===== config.mk =====
export PLATFORM = sky130hd
export DESIGN_NAME = pcog_top
export DESIGN_NICKNAME = d
export VERILOG_FILES = /design/src/logic/pcog_pkg.sv /design/src/logic/pcog_sync.sv /design/src/logic/pcog_divider.sv /design/src/logic/pcog_top.sv
export VERILOG_INCLUDE_DIRS = /design/src /design/src/logic
export SDC_FILE = /design/constraint.sdc
export NUM_CORES = 1
export LEC_CHECK = 0
export BUFFER_PORTS_ARGS = -buffer_cell sky130_fd_sc_hd__buf_2
export CAP_MARGIN = 10
export CORE_MARGIN = 2
export CORE_UTILIZATION = 43
export DETAILED_ROUTE_END_ITERATION = 7
export PLACE_DENSITY = 0.66
export SLEW_MARGIN = 20
export SYNTH_ARGS = -nofsm -noshare
export SYNTH_HDL_FRONTEND = slang
export SYNTH_SLANG_ARGS = --single-unit

===== constraint.sdc =====
create_clock -name clk_sys_in -period 2.4 [get_ports clk_sys_in]
set_input_delay 0.48 -clock clk_sys_in [delete_from_list [all_inputs] [get_ports clk_sys_in]]
set_output_delay 0.48 -clock clk_sys_in [all_outputs]
set_load 0.02 [all_outputs]

===== src/logic/pcog_params.svh =====
// register offsets, field positions and reset values of the clock output generator
`ifndef PCOG_PARAMS_SVH
`define PCOG_PARAMS_SVH
`define PCOG_DIVIDER_SETUP_ADDR 8'h8F
`define PCOG_PIN_CLOCK_SETUP_ADDR 8'hB6
`define PCOG_DIVIDER_SETUP_RESET 8'h00
`define PCOG_PIN_CLOCK_SETUP_RESET 8'h00
`define PCOG_BIT_CLEAR 7
`define PCOG_BIT_INVERT 6
`define PCOG_BIT_BALANCED 5
`define PCOG_DIV_MSB 4
`define PCOG_DIV_LSB 0
`define PCOG_BIT_PIN6 5
`define PCOG_BIT_PIN4 4
`define PCOG_BIT_ENABLE 3
`define PCOG_BIT_REFEN 2
`define PCOG_BIT_IRQB_EDGE 7
`define PCOG_BIT_IRQA_EDGE 6
`define PCOG_PIN_WRITE_MASK 8'hFC
`define PCOG_SYNC_STAGES 2
`endif


===== src/logic/pcog_pkg.sv =====
// types of the clock output generator
package pcog_pkg;
   typedef logic [4:0] pcog_div_t;
   typedef enum logic [2:0] {
      PCOG_IDLE = 3'h1,
      PCOG_RUN = 3'h2,
      PCOG_BYPASS = 3'h4
   } pcog_state_t;
endpackage


===== src/logic/pcog_sync.sv =====
// two flip-flop level synchroniser, one bit
`timescale 1ns/10ps
`default_nettype none
module pcog_sync (
   input wire logic clk_sys_in,   // oscillator clock
   input wire logic resetn_in,    // synchronous reset, active low
   input wire logic level_in,     // level to carry over
   output logic level_out         // synchronised level
);
   logic stage_a;
   logic stage_b;
   always_ff @(posedge clk_sys_in) begin
      if (!resetn_in) begin
         stage_a <= 1'b0;
         stage_b <= 1'b0;
      end else begin
         stage_a <= level_in;
         stage_b <= stage_a;
      end
   end
   assign level_out = stage_b;
endmodule
`default_nettype wire


===== src/logic/pcog_divider.sv =====
// divider core: counts oscillator cycles and shapes the generated clock
`timescale 1ns/10ps
`default_nettype none
`include "pcog_params.svh"
module pcog_divider (
   input wire logic clk_sys_in,          // 24 MHz oscillator clock
   input wire logic resetn_in,           // synchronous reset, active low
   input wire logic enable_in,           // master clock enable
   input wire logic clear_in,            // one-cycle clear pulse
   input wire logic balanced_in,         // balanced duty select
   input wire pcog_pkg::pcog_div_t div_in, // requested division factor
   output logic wave_out,                // generated clock before inversion
   output logic idle_out                 // no period running
);
   pcog_pkg::pcog_state_t state;
   pcog_pkg::pcog_state_t next_state;
   pcog_pkg::pcog_div_t ratio;
   pcog_pkg::pcog_div_t next_ratio;
   pcog_pkg::pcog_div_t count;
   pcog_pkg::pcog_div_t next_count;
   logic rise_ff;
   logic next_rise_ff;
   logic fall_ff;
   logic next_fall_ff;
   logic bypass_ok;
   pcog_pkg::pcog_div_t low_len;

   assign bypass_ok = (div_in <= 5'h01);
   // low part is floor(n/2), high part ceil(n/2)
   assign low_len = pcog_pkg::pcog_div_t'(ratio >> 1);

   always_comb begin
      next_state = state;
      next_ratio = ratio;
      next_count = count;
      next_rise_ff = rise_ff;
      next_fall_ff = fall_ff;
      case (state)
         pcog_pkg::PCOG_IDLE: begin
            next_rise_ff = 1'b0;
            next_count = 5'h00;
            if (enable_in) begin
               next_ratio = div_in;
               next_state = bypass_ok ? pcog_pkg::PCOG_BYPASS : pcog_pkg::PCOG_RUN;
            end
         end
         pcog_pkg::PCOG_RUN: begin
            if (count == ratio - 5'h01) begin
               // period boundary: take new factor or stop low
               next_count = 5'h00;
               next_rise_ff = 1'b0;
               next_ratio = div_in;
               if (!enable_in) begin
                  next_state = pcog_pkg::PCOG_IDLE;
               end else if (bypass_ok) begin
                  next_state = pcog_pkg::PCOG_BYPASS;
               end
            end else begin
               next_count = count + 5'h01;
               if (count == low_len - 5'h01) begin
                  next_rise_ff = 1'b1;
               end
            end
         end
         pcog_pkg::PCOG_BYPASS: begin
            next_ratio = div_in;
            if (!enable_in) begin
               next_state = pcog_pkg::PCOG_IDLE;
            end else if (!bypass_ok) begin
               next_state = pcog_pkg::PCOG_RUN;
            end
         end
         default: begin
            next_state = pcog_pkg::PCOG_IDLE;
         end
      endcase
      // one-cycle later copy of the rise flop for odd ratios
      next_fall_ff = (state == pcog_pkg::PCOG_RUN) ? rise_ff : 1'b0;
      if (clear_in) begin
         next_state = pcog_pkg::PCOG_IDLE;
         next_count = 5'h00;
         next_rise_ff = 1'b0;
         next_fall_ff = 1'b0;
      end
   end

   always_ff @(posedge clk_sys_in) begin
      if (!resetn_in) begin
         state <= pcog_pkg::PCOG_IDLE;
         ratio <= 5'h00;
         count <= 5'h00;
         rise_ff <= 1'b0;
         fall_ff <= 1'b0;
      end else begin
         state <= next_state;
         ratio <= next_ratio;
         count <= next_count;
         rise_ff <= next_rise_ff;
         fall_ff <= next_fall_ff;
      end
   end

   // odd ratio balanced: widen low by sharing one cycle via the later flop
   always_comb begin
      if (state == pcog_pkg::PCOG_BYPASS) begin
         wave_out = clk_sys_in;
      end else if (balanced_in && ratio[0]) begin
         wave_out = rise_ff & fall_ff;
      end else begin
         wave_out = rise_ff;
      end
   end
   assign idle_out = (state != pcog_pkg::PCOG_RUN);
endmodule
`default_nettype wire


===== src/logic/pcog_top.sv =====
// programmable clock output generator: registers, sync, divider and pin routing
// Summary of operation
// - Output clock comes only from the 24 MHz oscillator, not system divider.
// - Integer division factors 1 to 31 are supported.
// - Factor 0 or 1 passes the oscillator clock straight through.
// - Unbalanced odd ratio: low part one cycle shorter than high part.
// - Balanced option keeps duty near 1:1, odd ratios included.
// - New factor applies at the end of the running period, after a clear, or at once in bypass.
// - Clearing enable finishes the period then holds output low.
// - Pin bits route clock to GPIO 4 and/or 6; enable gates waveform only.
// - Reference select forces GPIO 3 to input and uses it as reference.
// - Writing clear resets the divider and forces output low at once.
// - Clear bit reads one when idle, zero while a period runs.
// - Clear written with a new factor switches ratio immediately.
// - Invert is the final stage; disabled output rests high when set.
// - Invert change takes effect immediately, glitch possible.
`timescale 1ns/10ps
`default_nettype none
`include "pcog_params.svh"
module pcog_top (
   input wire logic clk_sys_in,       // 24 MHz oscillator clock
   input wire logic resetn_in,        // synchronous reset, active low
   input wire logic sfr_wr_in,        // register write strobe
   input wire logic sfr_rd_in,        // register read strobe
   input wire logic [7:0] sfr_addr_in, // register address
   input wire logic [7:0] sfr_wdata_in, // write data
   input wire logic gpio3_pad_in,     // level seen on GPIO 3
   output logic [7:0] sfr_rdata_out,  // read data
   output logic sfr_hit_out,          // address belongs to this block
   output logic clk_gen_out,          // generated clock after inversion
   output logic gpio4_clk_sel_out,    // GPIO 4 carries the clock
   output logic gpio4_clk_out,        // clock level for GPIO 4
   output logic gpio6_clk_sel_out,    // GPIO 6 carries the clock
   output logic gpio6_clk_out,        // clock level for GPIO 6
   output logic gpio3_force_in_out,   // GPIO 3 forced to input
   output logic clk_ref_out,          // reference clock from GPIO 3
   output logic ext_irq_a_edge_mode_out, // edge mode, external irq a
   output logic ext_irq_b_edge_mode_out  // edge mode, external irq b
);
   logic [6:0] divider_setup;
   logic [6:0] next_divider_setup;
   logic [7:0] pin_clock_setup;
   logic [7:0] next_pin_clock_setup;
   logic clear_req;
   logic next_clear_req;
   logic wr_div;
   logic wr_pin;
   logic enable_s;
   logic clear_s;
   logic clear_s_d;
   logic clear_pulse;
   logic idle;
   logic wave;
   logic [4:0] div_s;
   pcog_pkg::pcog_div_t div_sync;

   assign wr_div = sfr_wr_in && (sfr_addr_in == `PCOG_DIVIDER_SETUP_ADDR);
   assign wr_pin = sfr_wr_in && (sfr_addr_in == `PCOG_PIN_CLOCK_SETUP_ADDR);

   always_comb begin
      next_divider_setup = divider_setup;
      next_pin_clock_setup = pin_clock_setup;
      next_clear_req = clear_req;
      if (wr_div) begin
         next_divider_setup = sfr_wdata_in[6:0];
      end
      if (wr_pin) begin
         next_pin_clock_setup = sfr_wdata_in & `PCOG_PIN_WRITE_MASK;
      end
      // clear request toggles so a one-cycle write survives the crossing
      if (wr_div && sfr_wdata_in[`PCOG_BIT_CLEAR]) begin
         next_clear_req = ~clear_req;
      end
   end

   always_ff @(posedge clk_sys_in) begin
      if (!resetn_in) begin
         divider_setup <= 7'h00;
         pin_clock_setup <= `PCOG_PIN_CLOCK_SETUP_RESET;
         clear_req <= 1'b0;
         clear_s_d <= 1'b0;
      end else begin
         divider_setup <= next_divider_setup;
         pin_clock_setup <= next_pin_clock_setup;
         clear_req <= next_clear_req;
         clear_s_d <= clear_s;
      end
   end

   pcog_sync u_sync_en (
      .clk_sys_in(clk_sys_in),
      .resetn_in(resetn_in),
      .level_in(pin_clock_setup[`PCOG_BIT_ENABLE]),
      .level_out(enable_s)
   );
   pcog_sync u_sync_clr (
      .clk_sys_in(clk_sys_in),
      .resetn_in(resetn_in),
      .level_in(clear_req),
      .level_out(clear_s)
   );
   genvar gi;
   generate
      for (gi = 0; gi < 5; gi = gi + 1) begin : g_div_sync
         pcog_sync u_sync_div (
            .clk_sys_in(clk_sys_in),
            .resetn_in(resetn_in),
            .level_in(divider_setup[gi]),
            .level_out(div_s[gi])
         );
      end
   endgenerate
   assign div_sync = div_s;
   assign clear_pulse = clear_s ^ clear_s_d;

   pcog_divider u_divider (
      .clk_sys_in(clk_sys_in),
      .resetn_in(resetn_in),
      .enable_in(enable_s),
      .clear_in(clear_pulse),
      .balanced_in(divider_setup[`PCOG_BIT_BALANCED]),
      .div_in(div_sync),
      .wave_out(wave),
      .idle_out(idle)
   );

   // inversion last, straight from the register: immediate effect
   assign clk_gen_out = wave ^ divider_setup[`PCOG_BIT_INVERT];
   assign gpio4_clk_sel_out = pin_clock_setup[`PCOG_BIT_PIN4];
   assign gpio6_clk_sel_out = pin_clock_setup[`PCOG_BIT_PIN6];
   assign gpio4_clk_out = clk_gen_out;
   assign gpio6_clk_out = clk_gen_out;
   assign gpio3_force_in_out = pin_clock_setup[`PCOG_BIT_REFEN];
   assign clk_ref_out = pin_clock_setup[`PCOG_BIT_REFEN] & gpio3_pad_in;
   assign ext_irq_a_edge_mode_out = pin_clock_setup[`PCOG_BIT_IRQA_EDGE];
   assign ext_irq_b_edge_mode_out = pin_clock_setup[`PCOG_BIT_IRQB_EDGE];

   always_comb begin
      sfr_hit_out = 1'b0;
      sfr_rdata_out = 8'h00;
      if (sfr_addr_in == `PCOG_DIVIDER_SETUP_ADDR) begin
         sfr_hit_out = 1'b1;
         sfr_rdata_out = {idle, divider_setup};
      end else if (sfr_addr_in == `PCOG_PIN_CLOCK_SETUP_ADDR) begin
         sfr_hit_out = 1'b1;
         sfr_rdata_out = pin_clock_setup;
      end
   end
endmodule
`default_nettype wire


==> run summary, run 1 <==
Leak - 1.13 nW
Area growth, synth to finish - 23.2%
Pre-antenna DRT Iters - 4
Worst hold path type - input port to register
Setup_tns - -0.109 ns
Distinct cells, synth - 43
Max-Cap Viols - 0
Minimum clock period - 2.44 ns
Fin worst setup slack - -0.0371 ns
Ant diodes - 0
Unrepaired setup endpoints after global routing - yes
Failing checks - negative setup slack
Critical path type - clock port to output port
Die Y - 74.6 um
Number of vias per cell - 4.94
Critical path required time - 1.92 ns
Post-Synthesis Cells - 229
Final wirelength - 4.21 mm
Worst-Margin Slew - 0.526 ns
Post-synth top area share - 41.0%
Placed Cells - 326
Antenna Violating Nets Remaining - 0
IO Port Bufs - 37
DIE AREA - 0.00557 sq mm
Critical Path Sink Type - output port
# IOs - 39
Starting density of the core - 45.1%
Core Util, Final - 55.6%
Primary FF master, synth - dfxtp_1
Core Rows - 25
Routed WL per cell - 12.3 um
Slew HR - 64.8%
Fin nets - 299
Endpoints failing setup - 3
DRC viols - 0
R2r startpoint - u_divider.ratio[1]
First-pass GRT wire length - 7.18 mm
Final Hold Fails - 0
Fmax - 0.412 GHz
FF-to-FF setup slack - 0.34 ns
Max Slew Vio Count - 0
GRT Total Usage - 17.4%
Mapped Nets - 254
Pre-CTS setup slack - 0.223 ns
Worst-skew pair later-pin latency - 0.41 ns
Min-delay src - sfr_wdata_in[1]
Hold path depth - 3
Initial antenna violation count - 0
Worst vdd ir - 0.470 mV
Grt total ovfl - 0
Commonest non-fill, non-tap cell in the layout - dfxtp_1
Crit path DAT - 1.96 ns
Yosys reg bits - 44
Startpoint Class - clock port
Vias in the first global route - 1598
Critical path fanouts, max - 2
Share of post-route cells with drive strength above 1 - 23.9%
Crit share post-route - 102%
Hpwl dp - 2.92 mm
Clk slew on worst S/H paths - 0.09 ns
Synth area leaders - dfxtp_1 (41%), mux2i_1 (9.8%), and2_1 (5.8%)
Die W - 74.6 um
Largest net degree at the start of global routing - 32
Yosys warnings - 0
Hold buffer count at cts - 0
CTS tree - yes
P per Cell Area - 552 mW/mm^2
Number of synthesized flops with an enable pin - 0
Worst hold endpoint - divider_setup[1]
Mapped cell area - 0.00215 sq mm
Register area share after synthesis - 41.0%
Final Non-Filler Cells - 343
Commonest cells after routing, fill and taps aside - dfxtp_1 (42), buf_2 (34), nand2_1 (20), and2_1 (20), mux2i_1 (20)
Ys async rst share - 0%
DR vias - 1696
Run status - complete, but fails checks
Clk_skew - 0.0119 ns
GPL Wtd Cong - 0.802
Worst R2R Path Depth - 7
Final Power - 0.00146 W
Cell taking the most area after synthesis - dfxtp_1
DR iter-0 viols - 44
Reg2reg end - u_divider.ratio[0]
Post-Syn Area per Cell - 9.37 sq um
Core ar. - 0.00475 sq mm
## critical path, cell delays in order
cell	delay, ns
clkbuf_8	0.12
mux2i_4	0.13
xnor2_1	0.14
clkbuf_8	0.17
buf_8	0.09
buf_6	0.10
## per-layer routing
metal / share of wire [%] / track usage [%] / vias to the layer above
li1: - / - / 868
met1: 47 / 20.8 / 773
met2: 46 / 27.4 / 47
met3: 5.7 / 7.50 / 8
met4: 1.6 / 7.74 / 0
met5: 0 / 0 / -
## report_power, final
part | switching [W] | leakage (nW) | total (W) | internal, W
Sequential | 0.000000293 | 0.355 | 0.000729 | 0.000729
Combinational | 0.0000203 | 0.657 | 0.0000397 | 0.0000194
Clock | 0.000301 | 0.121 | 0.000690 | 0.000389
## sequential cells by signal (all words and copies together), names as in the netlist
name and flops:
u_divider.state 3, u_divider.rise_ff 1, u_sync_clr.stage_a 1, u_sync_en.stage_a 1, u_sync_clr.level_out 1, pin_clock_setup 6, g_div_sync.u_sync_div.stage_a 5, u_divider.ratio 5
clear_s_d 1, divider_setup 7, g_div_sync.u_sync_div.level_out 5, u_divider.fall_ff 1, u_sync_en.level_out 1, u_divider.count 5, clear_req 1
## synth_stat cells (2+ instances only)
library cell	number
inv_1	10
a21oi_1	6
nor3_1	5
clkbuf_1	6
nor3b_1	2
nor2b_1	13
ha_1	4
xnor2_1	10
xor2_1	6
nor2_1	8
dfxtp_1	44
buf_2	2
and2_1	20
nand4bb_1	2
o22ai_1	2
mux2i_1	21
buf_4	2
a31oi_1	4
nand3_1	3
or3_1	3
a22o_1	6
nand2_1	20
o21ai_0	4
nor4_1	2
nand2b_1	6
## per-stage QoR
step                cell area (sq um)  hold WS (ns)
global placement                 2390         0.414
floorplan                        2150         0.412
finish                           2640         0.315
global route                     2640         0.331
detailed placement               2390         0.417
CTS                              2630         0.317
## kinds of logic (layout without fill, tap and decap cells)
kind of cell,Yosys count,in the layout,share of synthesized area (%)
DFF,44,44,41.0
muxes,21,21,9.80
buffers and inverters,22,69,4.66
xor gates and xnor gates,16,16,6.53
and+or+nand+nor,87,87,22.4
adders and majority gates,4,4,2.33
AOI/OAI and AO/OA,35,35,13.2
## timing repair
item,in CTS,in global routing
pin swaps,2,2
gates resized for setup,11,4
setup buffers,2,1
endpoints found under the setup margin,3,3
## area by class of cell
type	instances	area, sq um
Clock buffer	14	178
Clock inverter	3	47.5
Fill cell	441	2110
Inverter	11	43.8
Multi-Input combinational cell	163	1180
Sequential cell	44	886
Tap cell	67	83.8
Timing Repair Buffer	41	223
## worst max path at each step
stage | startpoint | to | slack [ns] | depth (start not counted)
2_1_floorplan | clk_sys_in | gpio4_clk_out | 0.04 | 3
3_3_place_gp | clk_sys_in | clk_gen_out | 0.24 | 3
3_5_place_dp | sfr_addr_in[6] | sfr_rdata_out[7] | 0.22 | 6
4_1_cts | clk_sys_in | gpio6_clk_out | -0.09 | 6
5_1_grt | u_divider.state[2] | gpio4_clk_out | -0.09 | 7
6_report | clk_sys_in | gpio6_clk_out | -0.04 | 6
Power figures use the tool's default switching activity.
==> inputs of run 2 (changes only) <==
- SKIP_CTS_REPAIR_TIMING: default -> 1
==> run 2 against run 1 <==
  * Highest routed layer unchanged
  * Wire length grew 0.47%
  * Sequential cell count is the same
  * Register-to-register slack is essentially flat
  * Combinational power hardly changed
  * Worst setup slack lost 0.0022 ns
  * The flow still finishes with violations (negative setup slack)
  * Sequential share of layout area rose by 0.22 points
  * Design area is 0.24% lower
==> run summary, run 2 (synthesis results as in run 1) <==
Run status - complete, but fails checks (unchanged)
Failing checks - negative setup slack (unchanged)
Max layer used - met4 (unchanged)
Worst-Margin Slew - 0.523 ns (was 0.526 ns)
CP Cell Sequence - or3_4 -> mux2i_4 -> xnor2_1 -> clkbuf_8 -> buf_8 -> buf_6 (was clkbuf_8 -> mux2i_4 -> xnor2_1 -> clkbuf_8 -> buf_8 -> buf_6)
Number of vias per cell - 5.00 (was 4.94)
DRT met1 WL - 1.99 mm (was 1.97 mm)
Commonest cells after routing, fill and taps aside - dfxtp_1 (41), buf_2 (34), nand2_1 (20), and2_1 (20), mux2i_1 (20) (was dfxtp_1 (42), buf_2 (34), nand2_1 (20), and2_1 (20), mux2i_1 (20))
Top reg by flops - divider_setup (unchanged)
Area growth, synth to finish - 22.9% (was 23.2%)
Share of post-route cells with drive strength above 1 - 24.0% (was 23.9%)
DR vias - 1709 (was 1696)
Die Y - 74.6 um (unchanged)
Core Util, Final - 55.5% (was 55.6%)
Antenna Violating Nets Remaining - 0 (unchanged)
Max reg flops - 7 (unchanged)
Fin worst setup slack - -0.0393 ns (was -0.0371 ns)
Vias in the first global route - 1630 (was 1598)
Largest net degree at the start of global routing - 32 (unchanged)
Max-Cap Viols - 0 (unchanged)
IO Port Bufs - 37 (unchanged)
Startpoint Class - register (was clock port)
Register area - 890 sq um (was 886 sq um)
Commonest non-fill, non-tap cell in the layout - dfxtp_1 (unchanged)
WL met3 - 238 um (was 240 um)
Hold slack - 0.317 ns (was 0.315 ns)
Die W - 74.6 um (unchanged)
First-pass GRT wire length - 7.16 mm (was 7.18 mm)
Clk_skew - 0.0120 ns (was 0.0119 ns)
Endpoints failing setup - 3 (unchanged)
Worst vdd ir - 0.470 mV (about the same)
DRC viols - 0 (unchanged)
Multi-input logic area - 0.00118 sq mm (unchanged)
Core ar. - 0.00475 sq mm (unchanged)
Placed Area - 0.00239 sq mm (unchanged)
Initial antenna violation count - 0 (unchanged)
Core Rows - 25 (unchanged)
GRT Total Usage - 17.4% (about the same)
Fillers - 441 (unchanged)
P per Cell Area - 551 mW/mm^2 (was 552 mW/mm^2)
Crit path max-delay cell type - or3_4 (was clkbuf_8)
CP Buf/Inv Count - 3 (was 4)
Clk slew on worst S/H paths - 0.09 ns (about the same)
Crit path DAT - 1.96 ns (about the same)
DIE AREA - 0.00557 sq mm (unchanged)
Starting density of the core - 45.1% (unchanged)
Final Power - 0.00145 W (was 0.00146 W)
Hpwl dp - 2.92 mm (unchanged)
Ant diodes - 0 (unchanged)
Final Instance Area - 0.00264 sq mm (about the same)
Critical Path Sink Type - output port (unchanged)
Leak - 1.13 nW (about the same)
Delay-heaviest family, CP - simple AND/OR/NAND/NOR gates (was buffers and inverters)
Slew HR - 65.1% (was 64.8%)
Fmax - 0.410 GHz (was 0.412 GHz)
Setup_tns - -0.115 ns (was -0.109 ns)
Crit share post-route - 102% (about the same)
Critical path fanouts, max - 5 (was 2)
Worst-skew pair later-pin latency - 0.41 ns (about the same)
Final Hold Fails - 0 (unchanged)
Biggest regs - divider_setup (7), pin_clock_setup (6) (unchanged)
Critical path type - register to output port (was clock port to output port)
Critical path required time - 1.92 ns (about the same)
Grt total ovfl - 0 (unchanged)
Fin nets - 298 (was 299)
Metal2 WL - 1.93 mm (was 1.94 mm)
Routed WL per cell - 12.4 um (was 12.3 um)
DR iter-0 viols - 58 (was 44)
Worst hold path type - input port to register (unchanged)
Minimum clock period - 2.44 ns (about the same)
Unrepaired setup endpoints after global routing - yes (unchanged)
Final wirelength - 4.23 mm (was 4.21 mm)
GPL Wtd Cong - 0.802 (unchanged)
Critical path's largest stage delay - 0.43 ns (was 0.17 ns)
# IOs - 39 (unchanged)
Pre-antenna DRT Iters - 4 (unchanged)
Max Slew Vio Count - 0 (unchanged)
CTS tree - yes (unchanged)
[run 2: power breakdown]
group          total (W)  switching, W  internal, W
Sequential      0.000728   0.000000293     0.000727
Combinational  0.0000399     0.0000204    0.0000195
Clock           0.000686      0.000297     0.000389
[run 2: routing by layer]
metal  up-vias  global-route usage [%]
li1        871                       -
met1       776                    20.5
met2        53                    27.0
met3         9                    8.03
met4         0                    8.53
met5         -                       0
[run 2: area by class of cell]
cell class,count,share of cell area (%)
repair buffers,40,8.16
clock inverters,3,1.80
clock buffers,14,6.74
multi-input cells,163,44.8
inverters,11,1.57
well taps,67,3.18
flip-flops and latches,44,33.7
[run 2: path summary, 6_finish.rpt]
path	cells after the start	start	to	slack, ns
max	6	u_divider.state[1]	gpio6_clk_out	-0.04
min	3	sfr_wdata_in[1]	divider_setup[1]	0.32
max reg2reg	7	u_divider.ratio[1]	u_divider.ratio[0]	0.35
min reg2reg	1	u_sync_en.stage_a	u_sync_en.level_out	0.43
[run 2: worst register-to-register path: cells and delay by family (launching register included)]
family | cells | cell delay [ns]
buf+inv | 1 | 0.10
flops | 1 | 0.40
compound gates | 3 | 0.83
mux | 1 | 0.22
xor+xnor | 1 | 0.14
fa+ha+maj | 1 | 0.30
[run 2: per-stage QoR]
stage	std cells	worst slack (ns)
after floorplan	229	0.0424
after global placement	326	0.242
after detailed placement	326	0.223
after CTS	344	-0.649
after global routing	342	-0.111
final	342	-0.0393
